--- config.mk ---
export PLATFORM = sky130hd
export DESIGN_NAME = crystal_loop_control
export DESIGN_NICKNAME = d
export VERILOG_FILES = /design/src/rtl/xtal_divider_rom.v /design/src/rtl/crystal_loop_control.v
export VERILOG_INCLUDE_DIRS = /design/src /design/src/rtl
export SDC_FILE = /design/constraint.sdc
export NUM_CORES = 1
export LEC_CHECK = 0
export BUFFER_PORTS_ARGS = -buffer_cell sky130_fd_sc_hd__buf_2
export CORE_MARGIN = 2
export CORE_UTILIZATION = 35
export DETAILED_ROUTE_END_ITERATION = 12
export GPL_ROUTABILITY_DRIVEN = 0
export PLACE_DENSITY = 0.66
export SETUP_SLACK_MARGIN = 0.15
export SLEW_MARGIN = 20
export SYNTH_ARGS = -nofsm -noshare
export SYNTH_HDL_FRONTEND = slang
export SYNTH_HIERARCHICAL = 1
export SYNTH_SLANG_ARGS = --single-unit
--- constraint.sdc ---
create_clock -name clk -period 1.5 [get_ports clk]
set_input_delay 0.075 -clock clk [delete_from_list [all_inputs] [get_ports clk]]
set_output_delay 0.075 -clock clk [all_outputs]
set_load 0.1 [all_outputs]
--- src/rtl/xtal_loop_map.vh ---
// Register offsets, field positions, reset values and decode constants of the crystal loop.
`ifndef XTAL_LOOP_MAP_VH
`define XTAL_LOOP_MAP_VH

// ----------------------------------------------------------------------
// Register offsets (byte addresses, one 32-bit word each)
// ----------------------------------------------------------------------
`define XLC_ADDR_W 8
`define XLC_OFS_CFG_LO 8'h00
`define XLC_OFS_CFG_HI 8'h04
`define XLC_OFS_STATUS 8'h08
`define XLC_OFS_DIVIDER 8'h0C
`define XLC_OFS_CAP 8'h10

// ----------------------------------------------------------------------
// Reset values
// ----------------------------------------------------------------------
`define XLC_CFG_RESET 64'h0000000000000000
`define XLC_WORD_ZERO 32'h00000000

// ----------------------------------------------------------------------
// Field positions inside the 64-bit serial control word
// ----------------------------------------------------------------------
`define XLC_ROM_LO 49
`define XLC_ROM_HI 51
`define XLC_CP_LO 52
`define XLC_CP_HI 53
`define XLC_POL_BIT 54
`define XLC_PD_BIT 55
`define XLC_CT_LO 56
`define XLC_CT_HI 59
`define XLC_FT_BIT 61

// ----------------------------------------------------------------------
// Status, divider and capacitance word layouts (offsets XLC_OFS_STATUS, XLC_OFS_DIVIDER, XLC_OFS_CAP)
// ----------------------------------------------------------------------
`define XLC_ST_CP_LO 0
`define XLC_ST_CP_HI 1
`define XLC_ST_ROM_LO 2
`define XLC_ST_ROM_HI 4
`define XLC_ST_OSC_PD 5
`define XLC_ST_LOOP_PD 6
`define XLC_ST_FT 7
`define XLC_ST_POL 8
`define XLC_ST_CT_LO 9
`define XLC_ST_CT_HI 12
`define XLC_DV_DIV_LO 0
`define XLC_DV_DIV_HI 11
`define XLC_DV_CP_LO 16
`define XLC_DV_CP_HI 23
`define XLC_CAP_LO 0
`define XLC_CAP_HI 11

// ----------------------------------------------------------------------
// Charge-pump current codes and values in tenths of a microamp
// ----------------------------------------------------------------------
`define XLC_CP_CODE_0 2'h0
`define XLC_CP_CODE_1 2'h1
`define XLC_CP_CODE_2 2'h2
`define XLC_CP_1U5 8'h0F
`define XLC_CP_5U 8'h32
`define XLC_CP_8U 8'h50
`define XLC_CP_24U 8'hF0

// ----------------------------------------------------------------------
// Divider ROM codes and lengths
// ----------------------------------------------------------------------
`define XLC_ROM_0 3'h0
`define XLC_ROM_1 3'h1
`define XLC_ROM_2 3'h2
`define XLC_ROM_3 3'h3
`define XLC_ROM_4 3'h4
`define XLC_ROM_5 3'h5
`define XLC_ROM_6 3'h6
`define XLC_DIV_NONE 12'h000
`define XLC_DIV_0 12'h001
`define XLC_DIV_1 12'hC00
`define XLC_DIV_2 12'hC54
`define XLC_DIV_3 12'h97E
`define XLC_DIV_4 12'h9C4
`define XLC_DIV_5 12'hFA0
`define XLC_DIV_6 12'hD2F

// ----------------------------------------------------------------------
// Coarse-tune codes and load capacitance in hundredths of a picofarad
// ----------------------------------------------------------------------
`define XLC_CT_CODE_0 4'h0
`define XLC_PF_0 12'h3E8
`define XLC_PF_1 12'h43C
`define XLC_PF_2 12'h491
`define XLC_PF_3 12'h4E5
`define XLC_PF_4 12'h53A
`define XLC_PF_5 12'h58E
`define XLC_PF_6 12'h5E2
`define XLC_PF_7 12'h637
`define XLC_PF_8 12'h68B
`define XLC_PF_9 12'h6DF
`define XLC_PF_10 12'h733
`define XLC_PF_11 12'h788
`define XLC_PF_12 12'h7DD
`define XLC_PF_13 12'h831
`define XLC_PF_14 12'h885
`define XLC_PF_15 12'h8DA

`endif

--- src/rtl/xtal_divider_rom.v ---
// Fixed divider ROM of the crystal loop, with the oscillator power-down code.
`timescale 1ns/1ps
`default_nettype none
`include "xtal_loop_map.vh"

module xtal_divider_rom (
	input wire [2:0] sel,
	output reg [11:0] divider,
	output reg osc_powerdown
);

	// ----------------------------------------------------------------------
	// ROM lookup
	// ----------------------------------------------------------------------
	always @* begin
		osc_powerdown = 1'b0;
		case (sel)
			`XLC_ROM_0: divider = `XLC_DIV_0; // RULE3
			`XLC_ROM_1: divider = `XLC_DIV_1; // RULE3
			`XLC_ROM_2: divider = `XLC_DIV_2; // RULE3
			`XLC_ROM_3: divider = `XLC_DIV_3; // RULE3
			`XLC_ROM_4: divider = `XLC_DIV_4; // RULE3
			`XLC_ROM_5: divider = `XLC_DIV_5; // RULE3
			`XLC_ROM_6: divider = `XLC_DIV_6; // RULE3
			default: begin
				// The last code applies no divider; it stops the oscillator instead.
				divider = `XLC_DIV_NONE; // RULE4
				osc_powerdown = 1'b1; // RULE4
			end
		endcase
	end

endmodule
`default_nettype wire

--- src/rtl/crystal_loop_control.v ---
// Crystal loop control word with its register port and registered field decode.
`timescale 1ns/1ps
`default_nettype none
`include "xtal_loop_map.vh"

// Operation
// (RULE1) Pump field picks 1.5, 5, 8, 24 uA
// (RULE2) ROM select field picks VCXO divider
// (RULE3) ROM codes map to fixed divider lengths
// (RULE4) Code seven powers oscillator down, no divider
// (RULE5) Fine tune active only while bit set
// (RULE6) Polarity bit selects tune voltage sense
// (RULE7) Host sets polarity for internal VCXO
// (RULE8) Loop powered down while bit set
// (RULE9) Four-bit coarse code selects load step
// (RULE10) Sixteen steps from 10.00 to 22.66 pF
// (RULE11) Host-written word drives decoded outputs
module crystal_loop_control (
	input wire clk,
	input wire reset,
	input wire [7:0] address,
	input wire [31:0] write_data,
	input wire write_strobe,
	input wire read_strobe,
	output reg [31:0] read_data,
	output reg [1:0] xtal_pump_current_sel,
	output reg [7:0] pump_current_tenth_ua,
	output reg [2:0] xtal_divider_rom_sel,
	output reg [11:0] vcxo_divider,
	output reg xtal_osc_powerdown,
	output reg fine_tune_enable,
	output reg tune_polarity_falling,
	output reg xtal_loop_powerdown,
	output reg [3:0] xtal_coarse_tune_code,
	output reg [11:0] coarse_cap_centi_pf,
	output reg config_update
);

	// ----------------------------------------------------------------------
	// Decode functions
	// ----------------------------------------------------------------------

	// Pump current in tenths of a microamp, so 1.5 uA stays exact.
	function [7:0] pump_value;
		input [1:0] code;
		begin
			case (code)
				`XLC_CP_CODE_0: pump_value = `XLC_CP_1U5;
				`XLC_CP_CODE_1: pump_value = `XLC_CP_5U;
				`XLC_CP_CODE_2: pump_value = `XLC_CP_8U;
				default: pump_value = `XLC_CP_24U;
			endcase
		end
	endfunction

	// Load capacitance in hundredths of a picofarad.
	function [11:0] cap_value;
		input [3:0] code;
		begin
			case (code)
				4'h0: cap_value = `XLC_PF_0;
				4'h1: cap_value = `XLC_PF_1;
				4'h2: cap_value = `XLC_PF_2;
				4'h3: cap_value = `XLC_PF_3;
				4'h4: cap_value = `XLC_PF_4;
				4'h5: cap_value = `XLC_PF_5;
				4'h6: cap_value = `XLC_PF_6;
				4'h7: cap_value = `XLC_PF_7;
				4'h8: cap_value = `XLC_PF_8;
				4'h9: cap_value = `XLC_PF_9;
				4'hA: cap_value = `XLC_PF_10;
				4'hB: cap_value = `XLC_PF_11;
				4'hC: cap_value = `XLC_PF_12;
				4'hD: cap_value = `XLC_PF_13;
				4'hE: cap_value = `XLC_PF_14;
				default: cap_value = `XLC_PF_15;
			endcase
		end
	endfunction

	// ----------------------------------------------------------------------
	// Serial control word
	// ----------------------------------------------------------------------
	reg [63:0] control_word;
	reg word_written;
	wire write_lo;
	wire write_hi;

	assign write_lo = write_strobe && (address == `XLC_OFS_CFG_LO);
	assign write_hi = write_strobe && (address == `XLC_OFS_CFG_HI);

	// The word is held in two halves; every crystal-loop field lives in the
	// upper half, so a single upper write is enough to retune the loop.
	always @(posedge clk) begin
		if (reset) begin
			control_word <= `XLC_CFG_RESET;
			word_written <= 1'b0;
		end else begin
			if (write_lo) begin
				control_word[31:0] <= write_data;
			end
			if (write_hi) begin
				control_word[63:32] <= write_data; // RULE11
			end
			word_written <= write_lo || write_hi;
		end
	end

	// ----------------------------------------------------------------------
	// Field extraction
	// ----------------------------------------------------------------------
	wire [1:0] pump_field;
	wire [2:0] rom_field;
	wire [3:0] coarse_field;
	wire [11:0] rom_divider;
	wire rom_osc_powerdown;

	assign pump_field = control_word[`XLC_CP_HI:`XLC_CP_LO]; // RULE1
	assign rom_field = control_word[`XLC_ROM_HI:`XLC_ROM_LO]; // RULE2
	assign coarse_field = control_word[`XLC_CT_HI:`XLC_CT_LO]; // RULE9

	xtal_divider_rom divider_rom (
		.sel(rom_field),
		.divider(rom_divider),
		.osc_powerdown(rom_osc_powerdown)
	);

	// ----------------------------------------------------------------------
	// Registered decode outputs
	// ----------------------------------------------------------------------

	// Outputs follow the word one cycle after it is stored. The decode is
	// registered so that no output glitches while the ROM settles.
	always @(posedge clk) begin
		if (reset) begin
			xtal_pump_current_sel <= `XLC_CP_CODE_0;
			pump_current_tenth_ua <= `XLC_CP_1U5;
			xtal_divider_rom_sel <= `XLC_ROM_0;
			vcxo_divider <= `XLC_DIV_0;
			xtal_osc_powerdown <= 1'b0;
			fine_tune_enable <= 1'b0;
			tune_polarity_falling <= 1'b0;
			xtal_loop_powerdown <= 1'b0;
			xtal_coarse_tune_code <= `XLC_CT_CODE_0;
			coarse_cap_centi_pf <= `XLC_PF_0;
			config_update <= 1'b0;
		end else begin
			xtal_pump_current_sel <= pump_field; // RULE1
			pump_current_tenth_ua <= pump_value(pump_field); // RULE1
			xtal_divider_rom_sel <= rom_field; // RULE2
			vcxo_divider <= rom_divider; // RULE3
			xtal_osc_powerdown <= rom_osc_powerdown; // RULE4
			fine_tune_enable <= control_word[`XLC_FT_BIT]; // RULE5
			// The sense is only carried out; the host is expected to set it
			// whenever the on-chip oscillator is in use.
			tune_polarity_falling <= control_word[`XLC_POL_BIT]; // RULE6
			xtal_loop_powerdown <= control_word[`XLC_PD_BIT]; // RULE8
			xtal_coarse_tune_code <= coarse_field; // RULE9
			coarse_cap_centi_pf <= cap_value(coarse_field); // RULE10
			config_update <= word_written; // RULE11
		end
	end

	// ----------------------------------------------------------------------
	// Readback words
	// ----------------------------------------------------------------------
	reg [31:0] status_word;
	reg [31:0] divider_word;
	reg [31:0] cap_word;

	always @* begin
		status_word = `XLC_WORD_ZERO;
		status_word[`XLC_ST_CP_HI:`XLC_ST_CP_LO] = xtal_pump_current_sel;
		status_word[`XLC_ST_ROM_HI:`XLC_ST_ROM_LO] = xtal_divider_rom_sel;
		status_word[`XLC_ST_OSC_PD] = xtal_osc_powerdown;
		status_word[`XLC_ST_LOOP_PD] = xtal_loop_powerdown;
		status_word[`XLC_ST_FT] = fine_tune_enable;
		status_word[`XLC_ST_POL] = tune_polarity_falling;
		status_word[`XLC_ST_CT_HI:`XLC_ST_CT_LO] = xtal_coarse_tune_code;
		divider_word = `XLC_WORD_ZERO;
		divider_word[`XLC_DV_DIV_HI:`XLC_DV_DIV_LO] = vcxo_divider;
		divider_word[`XLC_DV_CP_HI:`XLC_DV_CP_LO] = pump_current_tenth_ua;
		cap_word = `XLC_WORD_ZERO;
		cap_word[`XLC_CAP_HI:`XLC_CAP_LO] = coarse_cap_centi_pf;
	end

	// ----------------------------------------------------------------------
	// Read port
	// ----------------------------------------------------------------------

	// Read data stand for exactly one cycle after the strobe and are zero
	// otherwise, so a stale value can never be mistaken for an answer.
	// Unmapped addresses answer zero.
	always @(posedge clk) begin
		if (reset) begin
			read_data <= `XLC_WORD_ZERO;
		end else if (read_strobe) begin
			case (address)
				`XLC_OFS_CFG_LO: read_data <= control_word[31:0];
				`XLC_OFS_CFG_HI: read_data <= control_word[63:32];
				`XLC_OFS_STATUS: read_data <= status_word;
				`XLC_OFS_DIVIDER: read_data <= divider_word;
				`XLC_OFS_CAP: read_data <= cap_word;
				default: read_data <= `XLC_WORD_ZERO;
			endcase
		end else begin
			read_data <= `XLC_WORD_ZERO;
		end
	end

endmodule
`default_nettype wire

==> run metrics <==
Net Sw Power=between 0.0015 and 0.002 W; Internal=0.00733 W; run status=completed; first-pass iteration count of the detailed router=4; num ports=about 120; Rows=47; Post-Syn Nets=approximately 620; Detail Route Antenna Nets=0; final routed wire length divided by cell count=15.5 um; remaining design rule violation count=0; most common cell after layout, fill and taps aside=sky130_fd_sc_hd__dfxtp_1; switching fraction of total power=0.196; portion of the clock cycle consumed by the worst path in the final layout=0.918; TritonCTS clock tree=built; final core utilization=0.482; category of the worst setup path capture point=flop; total wirelength of the detailed-routed design=~15 mm; Iter 0 DRT Violations=about 290; share of total power in sequential cells=0.411; number of sinks on the clock net=141; Fin. Hold Viols=0; Fillers=roughly 1.6k; clock buffer count from CTS=17; Worst Setup Start Kind=flop; via count of the first global-routing pass=between 4k and 5k; die width=about 130 um; CP max-delay cell=sky130_fd_sc_hd__dfxtp_4; flip-flop and latch count after synthesis=around 140; layout net count=just under 800; Final HPWL DP=approximately 10 mm; largest stage delay on the critical path=around 0.38 ns; cell area after technology mapping=5920 um^2; proportion of layout cells with a drive suffix above 1=0.315; post-route clock skew=between 0.005 and 0.006 ns; kind of path behind the tightest hold check=in -> reg; total power divided by cell area=around 1100 nW/um^2; antenna violations before repair=1; PortBufs=around 120; H-tree depth reported by CTS=4; Core Area=around 17000 um^2; Critical Path AT=roughly 1.7 ns; area of the die=18000 um^2; Post-Route Hold Slack=a little under 0.05 ns; Maximum Capacitance Violations=0; clock group share of total power=0.540; root buf cell=sky130_fd_sc_hd__clkbuf_16; Congestion Overflow GR=0; final worst path period need=around 1.4 ns; final count of negative-setup-slack endpoints=0; fin. max-slew vios=0; data required time at the worst endpoint=1.81 ns; Max-slew headroom=0.671; maximum ir drop on the vdd rail=~900 uV; part of the power in combinational logic=0.049; slew at the pin with the worst max-slew slack=approximately 0.50 ns; sum of negative setup slack=0 ns; total global routing track utilization=0.170; commonest cells after routing, fill and taps aside=121 x sky130_fd_sc_hd__dfxtp_1, 116 x sky130_fd_sc_hd__buf_2, 108 x sky130_fd_sc_hd__mux2i_1; Clock Tree Buf Depth=2; total of warnings raised by yosys=6; DR vias=around 4.5k; count of different cell masters after synthesis=46; number of enable-type register cells in the synthesized netlist=0; ordered cell list for the critical path=inv_6 -> ha_4 -> nor2_2 -> or3b_1 -> a21o_1; sequential-to-total area share from yosys stat=0.477; critical path fanouts, max=6; unrepaired setup endpoints after global routing=true; async set or reset register ratio after synthesis=0; most used flip-flop cell after synthesis=sky130_fd_sc_hd__dfxtp_1; Achievable Freq=about 730 MHz; effective utilization at floorplan=0.357; pin count of the biggest net entering global routing=approximately 100; first-pass GRT wire length=~24 mm; vias per cell=about 4.6; clock slew at reported path FFs=0.06 ns; synthesized area divided by synthesized cell count=10.4 um^2; die height=about 130 um; cells after synthesis=roughly 570; startpoint-to-endpoint class of the critical path=reg -> reg; Syn-to-layout area delta=34.9%; Worst-Skew Late Latency=0.42 ns; Lkg Pwr=approximately 3.6 nW
==> flip-flops by register name, summed over array words and instances (netlist names) <==
register               count
fine_tune_enable           1
xtal_divider_rom_sel       3
coarse_cap_centi_pf       12
control_word              64
word_written               1
xtal_loop_powerdown        1
vcxo_divider              12
config_update              1
xtal_osc_powerdown         1
tune_polarity_falling      1
pump_current_tenth_ua      6
xtal_pump_current_sel      2
xtal_coarse_tune_code      4
read_data                 32
==> power groups by stage <==
stage / Combinational (W) / Sequential, W / Clock [W]
after floorplan: 0.000219 / 0.00384 / 0
after CTS: 0.000444 / 0.00375 / 0.00500
after detailed placement: 0.000378 / 0.00383 / 0
after global placement: 0.000378 / 0.00383 / 0
final: 0.000443 / 0.00375 / 0.00493
after global routing: 0.000478 / 0.00375 / 0.00516
==> what timing repair did <==
action,in CTS,in global routing
setup buffers,2,3
hold buffers,32,0
pin swaps,1,3
setup endpoints to repair,8,11
resized for setup,5,21
hold endpoints to repair,64,0
==> routing by layer <==
| metal | wire length (um) | share of wire | GRT usage | vias to the layer above |
|---|---|---|---|---|
| li1 | - | - | - | 2265 |
| met1 | 7200 | 0.48 | 0.233 | 2055 |
| met2 | 6720 | 0.45 | 0.258 | 130 |
| met3 | 815 | 0.054 | 0.0454 | 22 |
| met4 | 306 | 0.020 | 0.0643 | 0 |
| met5 | 0 | 0 | 0 | - |
==> metrics by stage <==
stage	std cells	area, um^2	worst slack [ns]	total power (W)
final	968	7990	0.124	0.00912
after global routing	968	7990	0.0684	0.00938
after CTS	964	7890	0.0776	0.00919
after detailed placement	899	6850	0.0207	0.00421
after global placement	899	6850	0.0588	0.00421
after floorplan	571	5950	0.0393	0.00406
==> cells in the mapped netlist (all sizes together) (9+ instances only) <==
library cell,count,share of area
nor2b,21,0.023
o21a,9,0.011
nor3,16,0.014
clkbuf,18,0.011
nand2b,97,0.10
nor2,25,0.016
o22ai,12,0.013
a2bb2oi,12,0.018
buf,26,0.031
mux2i,108,0.18
inv,20,0.013
dfxtp,141,0.48
==> logic make-up (layout without fill, tap and decap cells) <==
| group | Yosys count | after routing | share of synthesized area |
|---|---|---|---|
| AOI/OAI and AO/OA | 55 | 55 | 0.0697 |
| xor gates and xnor gates | 4 | 4 | 0.00592 |
| adders and majority gates | 7 | 7 | 0.0148 |
| buffers and inverters | 64 | 240 | 0.0556 |
| DFF | 141 | 141 | 0.477 |
| muxes | 110 | 110 | 0.186 |
| other | 0 | 1 | 0 |
| and+or+nand+nor | 190 | 190 | 0.191 |
==> worst max-delay path, delay by kind of cell, from the launching register on <==
family | cells | cell delay [ns]
AOI/OAI and AO/OA | 1 | 0.17
adders and majority gates | 1 | 0.26
buffers and inverters | 1 | 0.05
DFF | 1 | 0.38
and+or+nand+nor | 2 | 0.41
==> layout make-up <==
cell class / count / area (um^2) / area share
tap: 220 / 275 / 0.0344
clock inverter: 12 / 240 / 0.0301
inverter: 20 / 82.6 / 0.0103
multi-input combinational: 366 / 2840 / 0.355
clock buffer: 19 / 453 / 0.0567
antenna: 1 / 2.50 / 0.000313
sequential: 141 / 2850 / 0.357
timing repair buffer: 189 / 1250 / 0.156
==> final timing paths <==
kind	from	end	slack (ns)	depth (start not counted)
max	control_word[56]	coarse_cap_centi_pf[6]	0.12	5
min	address[6]	word_written	0.05	3
max reg2reg	control_word[56]	coarse_cap_centi_pf[6]	0.12	5
min reg2reg	control_word[7]	control_word[7]	0.47	2
(Power assumes the default switching activity.)
